<file path="config.mk">
export PLATFORM = sky130hd
export DESIGN_NAME = msc_channel
export DESIGN_NICKNAME = d
export VERILOG_FILES = /design/src/msc_divider.v /design/src/msc_channel.v
export VERILOG_INCLUDE_DIRS = /design/src
export SDC_FILE = /design/constraint.sdc
export NUM_CORES = 1
export LEC_CHECK = 0
export ABC_CLOCK_PERIOD_IN_PS = 5600
export BUFFER_PORTS_ARGS = -buffer_cell sky130_fd_sc_hd__buf_2
export CORE_ASPECT_RATIO = 0.6
export CORE_MARGIN = 2
export CORE_UTILIZATION = 57
export CTS_BUF_LIST = sky130_fd_sc_hd__clkbuf_4
export CTS_CLUSTER_DIAMETER = 200
export CTS_CLUSTER_SIZE = 24
export DETAILED_ROUTE_END_ITERATION = 16
export GPL_ROUTABILITY_DRIVEN = 0
export PLACE_DENSITY = 0.78
export SLEW_MARGIN = 10
export SYNTH_ARGS = -nofsm -noshare
export SYNTH_HDL_FRONTEND = slang
export SYNTH_SLANG_ARGS = --single-unit
</file>
<file path="constraint.sdc">
create_clock -name sys_clk -period 5.6 [get_ports sys_clk]
set_input_delay 0.84 -clock sys_clk [delete_from_list [all_inputs] [get_ports sys_clk]]
set_output_delay 0.84 -clock sys_clk [all_outputs]
set_load 0.03 [all_outputs]
</file>
<file path="src/msc_regs.vh">
// Constants for the multi-protocol serial channel
`ifndef MSC_REGS_VH
`define MSC_REGS_VH
`define MSC_MODE_SPI3 2'h0
`define MSC_MODE_SPI4 2'h1
`define MSC_MODE_UART 2'h2
`define MSC_MODE_IIC 2'h3
`define MSC_PAR_NONE 2'h0
`define MSC_PAR_EVEN 2'h1
`define MSC_PAR_ODD 2'h2
`define MSC_SPI_MIN_LAST 4'h6
`define MSC_IIC_LAST 4'h8
`define MSC_ULEN7_LAST 4'h6
`define MSC_ULEN8_LAST 4'h7
`define MSC_ULEN9_LAST 4'h8
`define MSC_ULEN16_LAST 4'hf
`define MSC_ULEN7 2'h0
`define MSC_ULEN8 2'h1
`define MSC_ULEN9 2'h2
`define MSC_ULEN16 2'h3
`define MSC_PRE_W 15
`define MSC_DIV_W 8
`define MSC_RST_SDO 1'b1
`endif

</file>
<file path="src/msc_divider.v">
// Prescaler plus channel counter giving a one-cycle half-bit tick
`timescale 1ns/1ps
`include "msc_regs.vh"
module msc_divider (
  input wire sys_clk,
  input wire rst,
  input wire clr,
  input wire [3:0] prescale_sel,
  input wire [`MSC_DIV_W-1:0] divisor,
  output reg tick
);
  reg [`MSC_PRE_W-1:0] pre_reg;
  reg [`MSC_DIV_W-1:0] cnt_reg;
  // Shift wraps to zero at 15, so the mask still comes out all ones
  wire [`MSC_PRE_W-1:0] pre_mask =
    ({{(`MSC_PRE_W-1){1'b0}}, 1'b1} << prescale_sel) -
    {{(`MSC_PRE_W-1){1'b0}}, 1'b1};
  wire pre_en = (pre_reg == pre_mask);

  always @(posedge sys_clk or posedge rst) begin
    if (rst) begin
      pre_reg <= {`MSC_PRE_W{1'b0}};
      cnt_reg <= {`MSC_DIV_W{1'b0}};
      tick <= 1'b0;
    end else if (clr) begin
      pre_reg <= {`MSC_PRE_W{1'b0}};
      cnt_reg <= {`MSC_DIV_W{1'b0}};
      tick <= 1'b0;
    end else begin
      tick <= 1'b0;
      pre_reg <= pre_en ? {`MSC_PRE_W{1'b0}} : pre_reg + 1'b1;
      if (pre_en) begin
        if (cnt_reg == divisor) begin
          cnt_reg <= {`MSC_DIV_W{1'b0}};
          tick <= 1'b1;
        end else begin
          cnt_reg <= cnt_reg + 1'b1;
        end
      end
    end
  end
endmodule

</file>
<file path="src/msc_channel.v">
// One serial channel: clocked serial, four-wire slave, async, two-wire
`timescale 1ns/1ps
`include "msc_regs.vh"
module msc_channel (
  input wire sys_clk,
  input wire rst,
  input wire [1:0] mode,
  input wire master_en,
  input wire [3:0] frame_last,
  input wire lsb_first,
  input wire cpha,
  input wire cpol,
  input wire data_inv,
  input wire uart_inv,
  input wire [1:0] parity_mode,
  input wire stop_two,
  input wire [1:0] uart_len,
  input wire uart_rx_role,
  input wire ack_out_en,
  input wire [3:0] prescale_sel,
  input wire [7:0] divisor,
  input wire scl_force_low,
  input wire sda_force_low,
  input wire [15:0] tx_data,
  input wire tx_valid,
  output wire tx_ready,
  output reg [15:0] rx_data,
  output reg rx_valid,
  input wire rx_taken,
  input wire flag_clear,
  output reg xfer_done_irq,
  output reg buf_empty_irq,
  output reg err_irq,
  output reg overrun_flag,
  output reg framing_flag,
  output reg parity_flag,
  output reg nack_flag,
  output wire busy,
  input wire sck_in,
  output wire sck_out,
  output wire sck_oe,
  input wire slave_select_input_n,
  input wire sdata_in,
  output wire sdata_out,
  output wire sdata_oe
);
  localparam ST_IDLE = 3'h0;
  localparam ST_START = 3'h1;
  localparam ST_DATA = 3'h2;
  localparam ST_PAR = 3'h3;
  localparam ST_STOP = 3'h4;
  localparam ST_FIN = 3'h5;

  reg [2:0] state_reg;
  reg [3:0] cnt_reg;
  reg half_reg;
  reg sck_reg;
  reg sdo_reg;
  reg par_reg;
  reg sck_prev_reg;
  reg tx_full_reg;
  reg [15:0] tx_buf_reg;
  reg [15:0] tx_sh_reg;
  reg [15:0] rx_sh_reg;
  reg [3:0] last_bit;
  wire tick;

  ////////////////////////////////////////////////////////////////////////
  // Mode decode and bit indexing

  wire is_uart = (mode == `MSC_MODE_UART);
  wire is_iic = (mode == `MSC_MODE_IIC);
  wire is_spi4 = (mode == `MSC_MODE_SPI4);
  wire spi_master = (mode == `MSC_MODE_SPI3) & master_en;
  // Two-wire mode only ever drives the clock itself
  wire clk_master = spi_master | is_iic;
  wire eff_cpha = is_iic | cpha;
  wire eff_cpol = is_iic | cpol;
  wire eff_lsb = ~is_iic & lsb_first;
  wire uart_tx = is_uart & ~uart_rx_role;
  wire uart_rx = is_uart & uart_rx_role;
  wire line_inv = is_uart ? uart_inv : (is_spi4 & data_inv);
  wire din = sdata_in ^ line_inv;
  wire sel_ok = ~is_spi4 | ~slave_select_input_n;

  always @* begin
    if (is_iic) begin
      last_bit = `MSC_IIC_LAST;
    end else if (is_uart) begin
      case (uart_len)
        `MSC_ULEN7: last_bit = `MSC_ULEN7_LAST;
        `MSC_ULEN8: last_bit = `MSC_ULEN8_LAST;
        `MSC_ULEN9: last_bit = `MSC_ULEN9_LAST;
        default: last_bit = `MSC_ULEN16_LAST;
      endcase
    end else if (frame_last < `MSC_SPI_MIN_LAST) begin
      last_bit = `MSC_SPI_MIN_LAST;
    end else begin
      last_bit = frame_last;
    end
  end

  wire [3:0] cur_idx = eff_lsb ? cnt_reg : last_bit - cnt_reg;
  wire [3:0] nxt_idx = eff_lsb ? cnt_reg + 4'h1 : last_bit - cnt_reg - 4'h1;
  wire [3:0] first_idx = eff_lsb ? 4'h0 : last_bit;
  wire tx_bit = tx_sh_reg[cur_idx];
  wire tx_nxt = tx_sh_reg[nxt_idx];
  // Ninth bit of a two-wire frame is our acknowledge, low when enabled
  wire [15:0] load_word = is_iic ?
    {7'h00, tx_buf_reg[7:0], ~ack_out_en} : tx_buf_reg;
  wire [15:0] rx_fill = (rx_sh_reg & ~(16'h0001 << cur_idx)) |
    ({15'h0000, din} << cur_idx);

  ////////////////////////////////////////////////////////////////////////
  // Event generation

  msc_divider u_div (
    .sys_clk(sys_clk),
    .rst(rst),
    .clr(state_reg == ST_IDLE),
    .prescale_sel(prescale_sel),
    .divisor(divisor),
    .tick(tick)
  );

  // Half-bit ticks toggle the clock, so it is never above half rate
  wire m_lead = clk_master & tick & ~half_reg;
  wire m_trail = clk_master & tick & half_reg;
  // Slave edges use the pin as-is; a slow enough clock needs no filter
  wire s_edge = ~clk_master & ~is_uart & (sck_in != sck_prev_reg);
  wire s_lead = s_edge & (sck_in != eff_cpol) & sel_ok;
  wire s_trail = s_edge & (sck_in == eff_cpol) & sel_ok;
  wire lead_ev = (state_reg == ST_DATA) & (m_lead | s_lead);
  wire trail_ev = (state_reg == ST_DATA) & (m_trail | s_trail);
  wire sample_ev = eff_cpha ? trail_ev : lead_ev;
  wire shift_ev = eff_cpha ? lead_ev : trail_ev;
  wire uevt = is_uart & tick & half_reg;

  ////////////////////////////////////////////////////////////////////////
  // Word completion

  task finish_word;
    input [15:0] w;
    begin
      xfer_done_irq <= 1'b1;
      if (is_iic) begin
        rx_data <= {8'h00, w[8:1]};
      end else begin
        rx_data <= w;
      end
      rx_valid <= 1'b1;
      if (rx_valid & ~rx_taken) begin
        overrun_flag <= 1'b1;
        err_irq <= 1'b1;
      end
      if (is_iic & ~ack_out_en & w[0]) begin
        nack_flag <= 1'b1;
        err_irq <= 1'b1;
      end
    end
  endtask

  ////////////////////////////////////////////////////////////////////////
  // Main sequencer

  always @(posedge sys_clk or posedge rst) begin
    if (rst) begin
      state_reg <= ST_IDLE;
      cnt_reg <= 4'h0;
      half_reg <= 1'b0;
      sck_reg <= 1'b0;
      sdo_reg <= `MSC_RST_SDO;
      par_reg <= 1'b0;
      sck_prev_reg <= 1'b0;
      tx_full_reg <= 1'b0;
      tx_buf_reg <= 16'h0000;
      tx_sh_reg <= 16'h0000;
      rx_sh_reg <= 16'h0000;
      rx_data <= 16'h0000;
      rx_valid <= 1'b0;
      xfer_done_irq <= 1'b0;
      buf_empty_irq <= 1'b0;
      err_irq <= 1'b0;
      overrun_flag <= 1'b0;
      framing_flag <= 1'b0;
      parity_flag <= 1'b0;
      nack_flag <= 1'b0;
    end else begin
      xfer_done_irq <= 1'b0;
      buf_empty_irq <= 1'b0;
      err_irq <= 1'b0;
      sck_prev_reg <= sck_in;
      if (tx_valid & ~tx_full_reg) begin
        tx_buf_reg <= tx_data;
        tx_full_reg <= 1'b1;
      end
      if (rx_taken) begin
        rx_valid <= 1'b0;
      end
      // Clears come first so a same-cycle event below wins
      if (flag_clear) begin
        overrun_flag <= 1'b0;
        framing_flag <= 1'b0;
        parity_flag <= 1'b0;
        nack_flag <= 1'b0;
      end
      case (state_reg)
        ST_IDLE: begin
          half_reg <= 1'b0;
          cnt_reg <= 4'h0;
          rx_sh_reg <= 16'h0000;
          par_reg <= (parity_mode == `MSC_PAR_ODD);
          if (is_iic) begin
            sck_reg <= ~scl_force_low;
            sdo_reg <= ~sda_force_low;
          end else begin
            sck_reg <= eff_cpol;
            sdo_reg <= 1'b1;
          end
          if (uart_rx) begin
            if (~din) begin
              half_reg <= 1'b1;
              state_reg <= ST_START;
            end
          end else if (tx_full_reg | (~is_uart & ~clk_master)) begin
            // A slave stays armed and resends stale data when unfed
            tx_sh_reg <= load_word;
            // Keeps a same-cycle write when a slave rearms with stale data
            tx_full_reg <= ~tx_full_reg & tx_valid;
            buf_empty_irq <= tx_full_reg;
            if (is_uart) begin
              sdo_reg <= 1'b0;
              state_reg <= ST_START;
            end else begin
              sdo_reg <= load_word[first_idx];
              state_reg <= ST_DATA;
            end
          end
        end
        ST_START: begin
          if (tick) begin
            half_reg <= ~half_reg;
          end
          if (uevt) begin
            if (uart_rx & din) begin
              state_reg <= ST_IDLE;
            end else begin
              state_reg <= ST_DATA;
              if (uart_tx) begin
                sdo_reg <= tx_bit;
                par_reg <= par_reg ^ tx_bit;
              end
            end
          end
        end
        ST_DATA: begin
          if (is_uart) begin
            if (tick) begin
              half_reg <= ~half_reg;
            end
            if (uevt) begin
              if (uart_rx) begin
                rx_sh_reg <= rx_fill;
                par_reg <= par_reg ^ din;
              end
              if (cnt_reg == last_bit) begin
                cnt_reg <= 4'h0;
                if (parity_mode != `MSC_PAR_NONE) begin
                  state_reg <= ST_PAR;
                  sdo_reg <= uart_tx ? par_reg : 1'b1;
                end else begin
                  state_reg <= ST_STOP;
                  sdo_reg <= 1'b1;
                end
              end else begin
                cnt_reg <= cnt_reg + 4'h1;
                if (uart_tx) begin
                  sdo_reg <= tx_nxt;
                  par_reg <= par_reg ^ tx_nxt;
                end
              end
            end
          end else if (is_spi4 & slave_select_input_n) begin
            cnt_reg <= 4'h0;
            rx_sh_reg <= 16'h0000;
            sdo_reg <= tx_sh_reg[first_idx];
          end else begin
            // No arbitration or stretch check: the clock pin is not read
            if (clk_master & tick) begin
              half_reg <= ~half_reg;
              sck_reg <= ~sck_reg;
            end
            if (shift_ev) begin
              sdo_reg <= tx_bit;
            end
            if (sample_ev) begin
              rx_sh_reg <= rx_fill;
              if (cnt_reg == last_bit) begin
                finish_word(rx_fill);
                state_reg <= (clk_master & ~eff_cpha) ? ST_FIN : ST_IDLE;
              end else begin
                cnt_reg <= cnt_reg + 4'h1;
              end
            end
          end
        end
        ST_PAR: begin
          if (tick) begin
            half_reg <= ~half_reg;
          end
          if (uevt) begin
            if (uart_rx & (din != par_reg)) begin
              parity_flag <= 1'b1;
              err_irq <= 1'b1;
            end
            sdo_reg <= 1'b1;
            state_reg <= ST_STOP;
          end
        end
        ST_STOP: begin
          if (tick) begin
            half_reg <= ~half_reg;
          end
          if (uevt) begin
            if (uart_rx) begin
              if (~din) begin
                framing_flag <= 1'b1;
                err_irq <= 1'b1;
              end
              finish_word(rx_sh_reg);
              state_reg <= ST_IDLE;
            end else if (stop_two & (cnt_reg == 4'h0)) begin
              cnt_reg <= 4'h1;
            end else begin
              xfer_done_irq <= 1'b1;
              state_reg <= ST_IDLE;
            end
          end
        end
        ST_FIN: begin
          if (tick) begin
            sck_reg <= eff_cpol;
            state_reg <= ST_IDLE;
          end
        end
        default: begin
          state_reg <= ST_IDLE;
        end
      endcase
    end
  end

  ////////////////////////////////////////////////////////////////////////
  // Pins

  assign tx_ready = ~tx_full_reg;
  assign busy = (state_reg != ST_IDLE);
  // Two-wire lines are open drain: only ever pulled low
  assign sck_out = is_iic ? 1'b0 : sck_reg;
  assign sck_oe = is_iic ? ~sck_reg : spi_master;
  assign sdata_out = is_iic ? 1'b0 : (sdo_reg ^ line_inv);
  assign sdata_oe = is_iic ? ~sdo_reg :
    (is_uart ? uart_tx : sel_ok);
endmodule

</file>
==> flow_summary.json, run 1 <==
{
  "start_util": 0.580,
  "die_h_microns": 94.9,
  "wire_per_inst_microns": 19.2,
  "drt_iter0_drc": 1023,
  "die_area_sq_um": 14800,
  "path_class": "input port to flip-flop",
  "synth_area_leaders": "dfrtp_1 (34%), nand2_1 (5.1%), mux2_2 (4.0%)",
  "power_density_nw_per_um2": 452,
  "overflow": 0,
  "core_area_sq_um": 13500,
  "synth-warning-count": 0,
  "grt_pass1_wl_microns": 34800,
  "synth_largest_area_cell": "dfrtp_1",
  "fin_crit_ps": 4320,
  "grt_max_degree": 69,
  "fin_skew_ps": 14.5,
  "synth_edf_count": 0,
  "ctsHoldBuffers": 0,
  "hold_path_class": "input port to asynchronous set/reset pin",
  "post-cts-setup-buffers": 0,
  "crit_fanout": 26,
  "finalWorstSetupSlack_ps": 1280,
  "drc": 0,
  "dpl_worst_slack_ps": 826,
  "grt_pass1_vias": 6492,
  "ir_worst_vdd_mv": 0.224,
  "postSynthAreaPerCell_sq_um": 8.82,
  "diodes": 0,
  "slew_headroom": 0.245,
  "fillers": 1155,
  "critical_path_required_ps": 5990,
  "hold_viol": 0,
  "drt_first_pass_iters": 7,
  "yosysTopAreaCellShare": 0.344,
  "setup_viol": 0,
  "async_reset_ff_frac": 1.00,
  "synth_area_sq_um": 7850,
  "layout_common_cells": "dfrtp_1 (108), nand2_1 (106), buf_2 (86)",
  "ios": 87,
  "fin_crit_sh": 0.771,
  "dp_hpwl_microns": 15900,
  "cts-root-buf": "clkbuf_4",
  "ys_seq_area_frac": 0.348,
  "clk_pin_slew_ps": 190,
  "cts.sinks": 109,
  "drive_gt1_frac": 0.198,
  "fmax_mhz": 232,
  "final_cells": 1114,
  "row_count": 33,
  "drv_cap": 0,
  "cts_tree": "done",
  "synthCells": 890,
  "syn-num-nets": 957,
  "start_kind": "input port",
  "rsz0062_at_grt": "false",
  "ys_ff_latch": 109,
  "grt_usage": 0.300,
  "wl_microns": 21400,
  "synth_flop_cell": "dfrtp_1",
  "critPathArrivalTime_ps": 4710,
  "vias": 7185,
  "cts-htree-levels": 3,
  "slew_violations": 0,
  "fp.dieW_microns": 156,
  "place_inst": 1098,
  "via_per_inst": 6.45,
  "synth.distinct_cells": 94,
  "cts_buffers": 9,
  "cts-resized-gates": 0,
  "run_status": "complete, no violations",
  "antenna_found_initial": 0,
  "final_util": 0.622,
  "fin_setup_tns_ps": 0,
  "clock_latency_ps": 480,
  "p_leak_nw": 3.60,
  "cp-end-kind": "flip-flop",
  "final_nets": 1001,
  "tightest_slew_ps": 1100,
  "final_antenna_net_count": 0,
  "port_buffers": 86,
  "layout_commonest_cell": "dfrtp_1",
  "cts.path.max_buffers": 2,
  "area_growth_syn_to_layout_pct": 7.31
}
-- worst max-delay path, stage by stage --
cell       delay (ps)
buf_2             400
nor2b_1           190
buf_4             200
o2bb2ai_1         220
inv_1              80
ha_1              470
mux2i_1           890
mux2_2            430
a2bb2oi_1         170
a22oi_4           190
nor3_1             70
nand3b_1          170
or3b_1            380
-- cell usage after synthesis (18+ instances only) --
cell type and instances:
mux2_2 28, mux2i_1 28, nand3_1 42, inv_1 20, nor2_1 74, nand2_1 106, o21ai_1 18, o21ai_0 50
clkbuf_1 37, nor3_1 20, xnor2_1 25, a21oi_1 42, dfrtp_1 108
-- path summary, 6_finish.rpt --
path	startpoint	end	cells past startpoint	slack [ps]
max in group asynchronous	rst	cnt_reg[2]	3	4030
setup reg to reg	state_reg[1]	rx_sh_reg[10]	7	1910
hold / removal	rst	u_div.cnt_reg[1]	2	500
min in group sys_clk	rx_data[8]	rx_data[8]	2	500
hold reg to reg	rx_data[8]	rx_data[8]	2	500
setup / recovery	mode[1]	par_reg	13	1280
-- cells by family after synthesis --
family          after synthesis  synth area share
compound gates              235             0.205
flops                       109             0.348
buf+inv                      83            0.0488
fa+ha+maj                    10            0.0169
xor+xnor                     43            0.0526
mux                          71             0.116
simple gates                339             0.214
-- power by group --
part / switching [mW] / total, mW / internal, mW / leakage (nW)
combinational: 1.24 / 2.07 / 0.826 / 2.09
clock: 0.293 / 0.437 / 0.144 / 0.0803
sequential: 0.301 / 1.30 / 1.00 / 1.43
total: 1.84 / 3.81 / 1.97 / 3.60
-- routing by layer --
layer,GRT usage,vias to the layer above,share of wire
met5,0,-,0
met4,0.0505,0,0.011
met3,0.0821,31,0.12
met2,0.393,436,0.39
met1,0.487,3390,0.48
li1,-,3328,-
-- metrics by stage --
step,hold slack (ps),power [mW],instance area [sq um]
floorplan,463,2.83,7850
global placement,461,3.28,8280
detailed placement,465,3.33,8280
CTS,503,3.77,8430
global route,508,4.07,8430
finish,496,3.81,8430
-- cell type report --
cell class,count,area [sq um],area share
flip-flops and latches,109,2730,0.324
clock buffers,9,67.6,0.00802
multi-input cells,698,4750,0.563
well taps,175,219,0.0260
clock inverters,7,82.6,0.00980
inverters,20,77.6,0.00921
repair buffers,96,505,0.0600
Note: power is estimated with default switching activity, not from simulation.
==> run 2: changes to the inputs <==
--- a/config.mk
+++ b/config.mk
@@ -6,17 +6,17 @@
 export SDC_FILE = /design/constraint.sdc
 export NUM_CORES = 1
 export LEC_CHECK = 0
-export ABC_CLOCK_PERIOD_IN_PS = 5600
+export ABC_CLOCK_PERIOD_IN_PS = 3500
 export BUFFER_PORTS_ARGS = -buffer_cell sky130_fd_sc_hd__buf_2
 export CORE_ASPECT_RATIO = 0.6
 export CORE_MARGIN = 2
-export CORE_UTILIZATION = 57
+export CORE_UTILIZATION = 56
 export CTS_BUF_LIST = sky130_fd_sc_hd__clkbuf_4
 export CTS_CLUSTER_DIAMETER = 200
 export CTS_CLUSTER_SIZE = 24
 export DETAILED_ROUTE_END_ITERATION = 16
 export GPL_ROUTABILITY_DRIVEN = 0
-export PLACE_DENSITY = 0.78
+export PLACE_DENSITY = 0.8
 export SLEW_MARGIN = 10
 export SYNTH_ARGS = -nofsm -noshare
 export SYNTH_HDL_FRONTEND = slang
==> constraint.sdc (replaced) <==
create_clock -name sys_clk -period 3.5 [get_ports sys_clk]
set_input_delay 0.525 -clock sys_clk [delete_from_list [all_inputs] [get_ports sys_clk]]
set_output_delay 0.525 -clock sys_clk [all_outputs]
set_load 0.03 [all_outputs]
==> run 2 against run 1 <==
  * Clock-buffer cell count stayed put
  * Clock skew is 10 ps higher
  * Power rose by 68%
  * Global-route usage is 0.46 points higher
  * Die area rose by 1.7%
  * Highest routed layer unchanged
  * Flip-flop and latch count unchanged
  * Critical endpoint is now rx_data[9]
  * Sequential share of layout area decreased by 1.8 points
  * Critical path depth is 3 lower
  * Sequential power grew 56%
  * Utilization is 3.1 points higher
  * Non-clock buffer count up 60
==> flow_summary.json, run 2 (synthesis results as in run 1) <==
{
  "drive_gt1_frac": 0.248,
  "dpl_worst_slack_ps": -158,
  "grt_pass1_wl_microns": 35500,
  "intPower_mw": 3.40,
  "grt_pass1_vias": 6603,
  "hold_viol": 0,
  "critPathArrivalTime_ps": 3580,
  "layout_commonest_cell": "dfrtp_1",
  "finalWorstSetupSlack_ps": 304,
  "p_comb_frac": 0.577,
  "clock_latency_ps": 490,
  "setup_viol": 0,
  "cts-htree-levels": 3,
  "start_kind": "flip-flop",
  "power.total_mw": 6.40,
  "die_area_sq_um": 15000,
  "final_nets": 1061,
  "p_seq_frac": 0.318,
  "fin_setup_tns_ps": 0,
  "reg2reg_depth": 10,
  "post-cts-setup-buffers": 0,
  "layout_common_cells": "dfrtp_1 (108), nand2_1 (106), buf_2 (86)",
  "vias": 7368,
  "drc": 0,
  "crit_fanout": 8,
  "drt_first_pass_iters": 6,
  "start_util": 0.575,
  "p_leak_nw": 3.90,
  "slew_violations": 0,
  "hold_path_class": "input port to asynchronous set/reset pin",
  "switching_power_mw": 3.00,
  "row_count": 33,
  "diodes": 0,
  "cts_buffers": 9,
  "cts.path.max_buffers": 2,
  "antenna_found_initial": 0,
  "drt_iter0_drc": 971,
  "area_growth_syn_to_layout_pct": 13.7,
  "fin_skew_ps": 24.6,
  "cts_tree": "done",
  "ctsHoldBuffers": 0,
  "drv_cap": 0,
  "fin_crit_ps": 3200,
  "grt_max_degree": 58,
  "run_status": "complete, no violations",
  "tightest_slew_ps": 830,
  "die_h_microns": 95.7,
  "cts.sinks": 109,
  "clk_pin_slew_ps": 180,
  "fmax_mhz": 313,
  "port_buffers": 86,
  "ir_worst_vdd_mv": 0.401,
  "slew_headroom": 0.442,
  "ios": 87,
  "fp.dieW_microns": 157,
  "cp-end-kind": "flip-flop",
  "power_density_nw_per_um2": 717,
  "final_antenna_net_count": 0,
  "switching_share": 0.469,
  "fin_worst_hold_slack_ps": 130,
  "cts-root-buf": "clkbuf_4",
  "fin_crit_sh": 0.913,
  "path_class": "flip-flop to flip-flop",
  "grt_usage": 0.305,
  "rsz0062_at_grt": "false",
  "overflow": 0,
  "critical_path_required_ps": 3880,
  "wl_microns": 21900,
  "via_per_inst": 6.19,
  "cts-resized-gates": 0,
  "clock_power_share": 0.105,
  "dp_hpwl_microns": 16700,
  "wire_per_inst_microns": 18.4,
  "core_area_sq_um": 13700
}
run 2: area by class of cell:
class	instances	area [sq um]
repair buffers	156	981
fillers	1151	4740
well taps	192	240
clock buffers	9	67.6
clock inverters	7	72.6
flip-flops and latches	109	2730
multi-input cells	698	4760
inverters	20	77.6
run 2: path summary, 6_finish.rpt:
path	from	endpoint	slack, ps
worst min-delay path	rst	u_div.cnt_reg[4]	130
worst max-delay path	cnt_reg[2]	rx_data[9]	300
max in group asynchronous	rst	cnt_reg[2]	2620
worst max register to register	cnt_reg[2]	rx_data[9]	300
min in group sys_clk	sck_in	sck_prev_reg	190
worst min register to register	rx_data[1]	rx_data[1]	500
run 2: critical path, cell delays in order (launching register included):
cell and delay [ps]:
dfrtp_1 590, inv_1 160, ha_1 390, a21oi_1 170, nand2_1 140, xnor2_2 190
or3_1 460, a211oi_1 440, mux2i_1 280, a211oi_1 100, a21o_1 180
run 2: per-stage QoR:
step | area (sq um) | utilization | instances
2_1_floorplan | 7860 | - | 890
3_3_place_gp | 8780 | 0.643 | 1175
3_5_place_dp | 8780 | 0.643 | 1175
4_1_cts | 8920 | 0.653 | 1191
5_1_grt | 8920 | 0.653 | 1191
6_report | 8920 | 0.653 | 1191
run 2: power groups by stage:
stage | combinational (mW) | sequential (mW) | clock [mW]
after floorplan | 2.54 | 1.99 | 0
after global placement | 3.53 | 2.03 | 0
after detailed placement | 3.61 | 2.04 | 0
after CTS | 3.62 | 2.02 | 0.681
after global routing | 4.00 | 2.08 | 0.730
final | 3.69 | 2.03 | 0.670
run 2: routing by layer:
| layer | global-route usage | part of all wire | routed length, microns | vias up |
|---|---|---|---|---|
| li1 | - | - | - | 3448 |
| met1 | 0.472 | 0.47 | 10300 | 3446 |
| met2 | 0.410 | 0.39 | 8490 | 449 |
| met3 | 0.102 | 0.13 | 2890 | 25 |
| met4 | 0.0558 | 0.0094 | 206 | 0 |
| met5 | 0 | 0 | 0 | - |
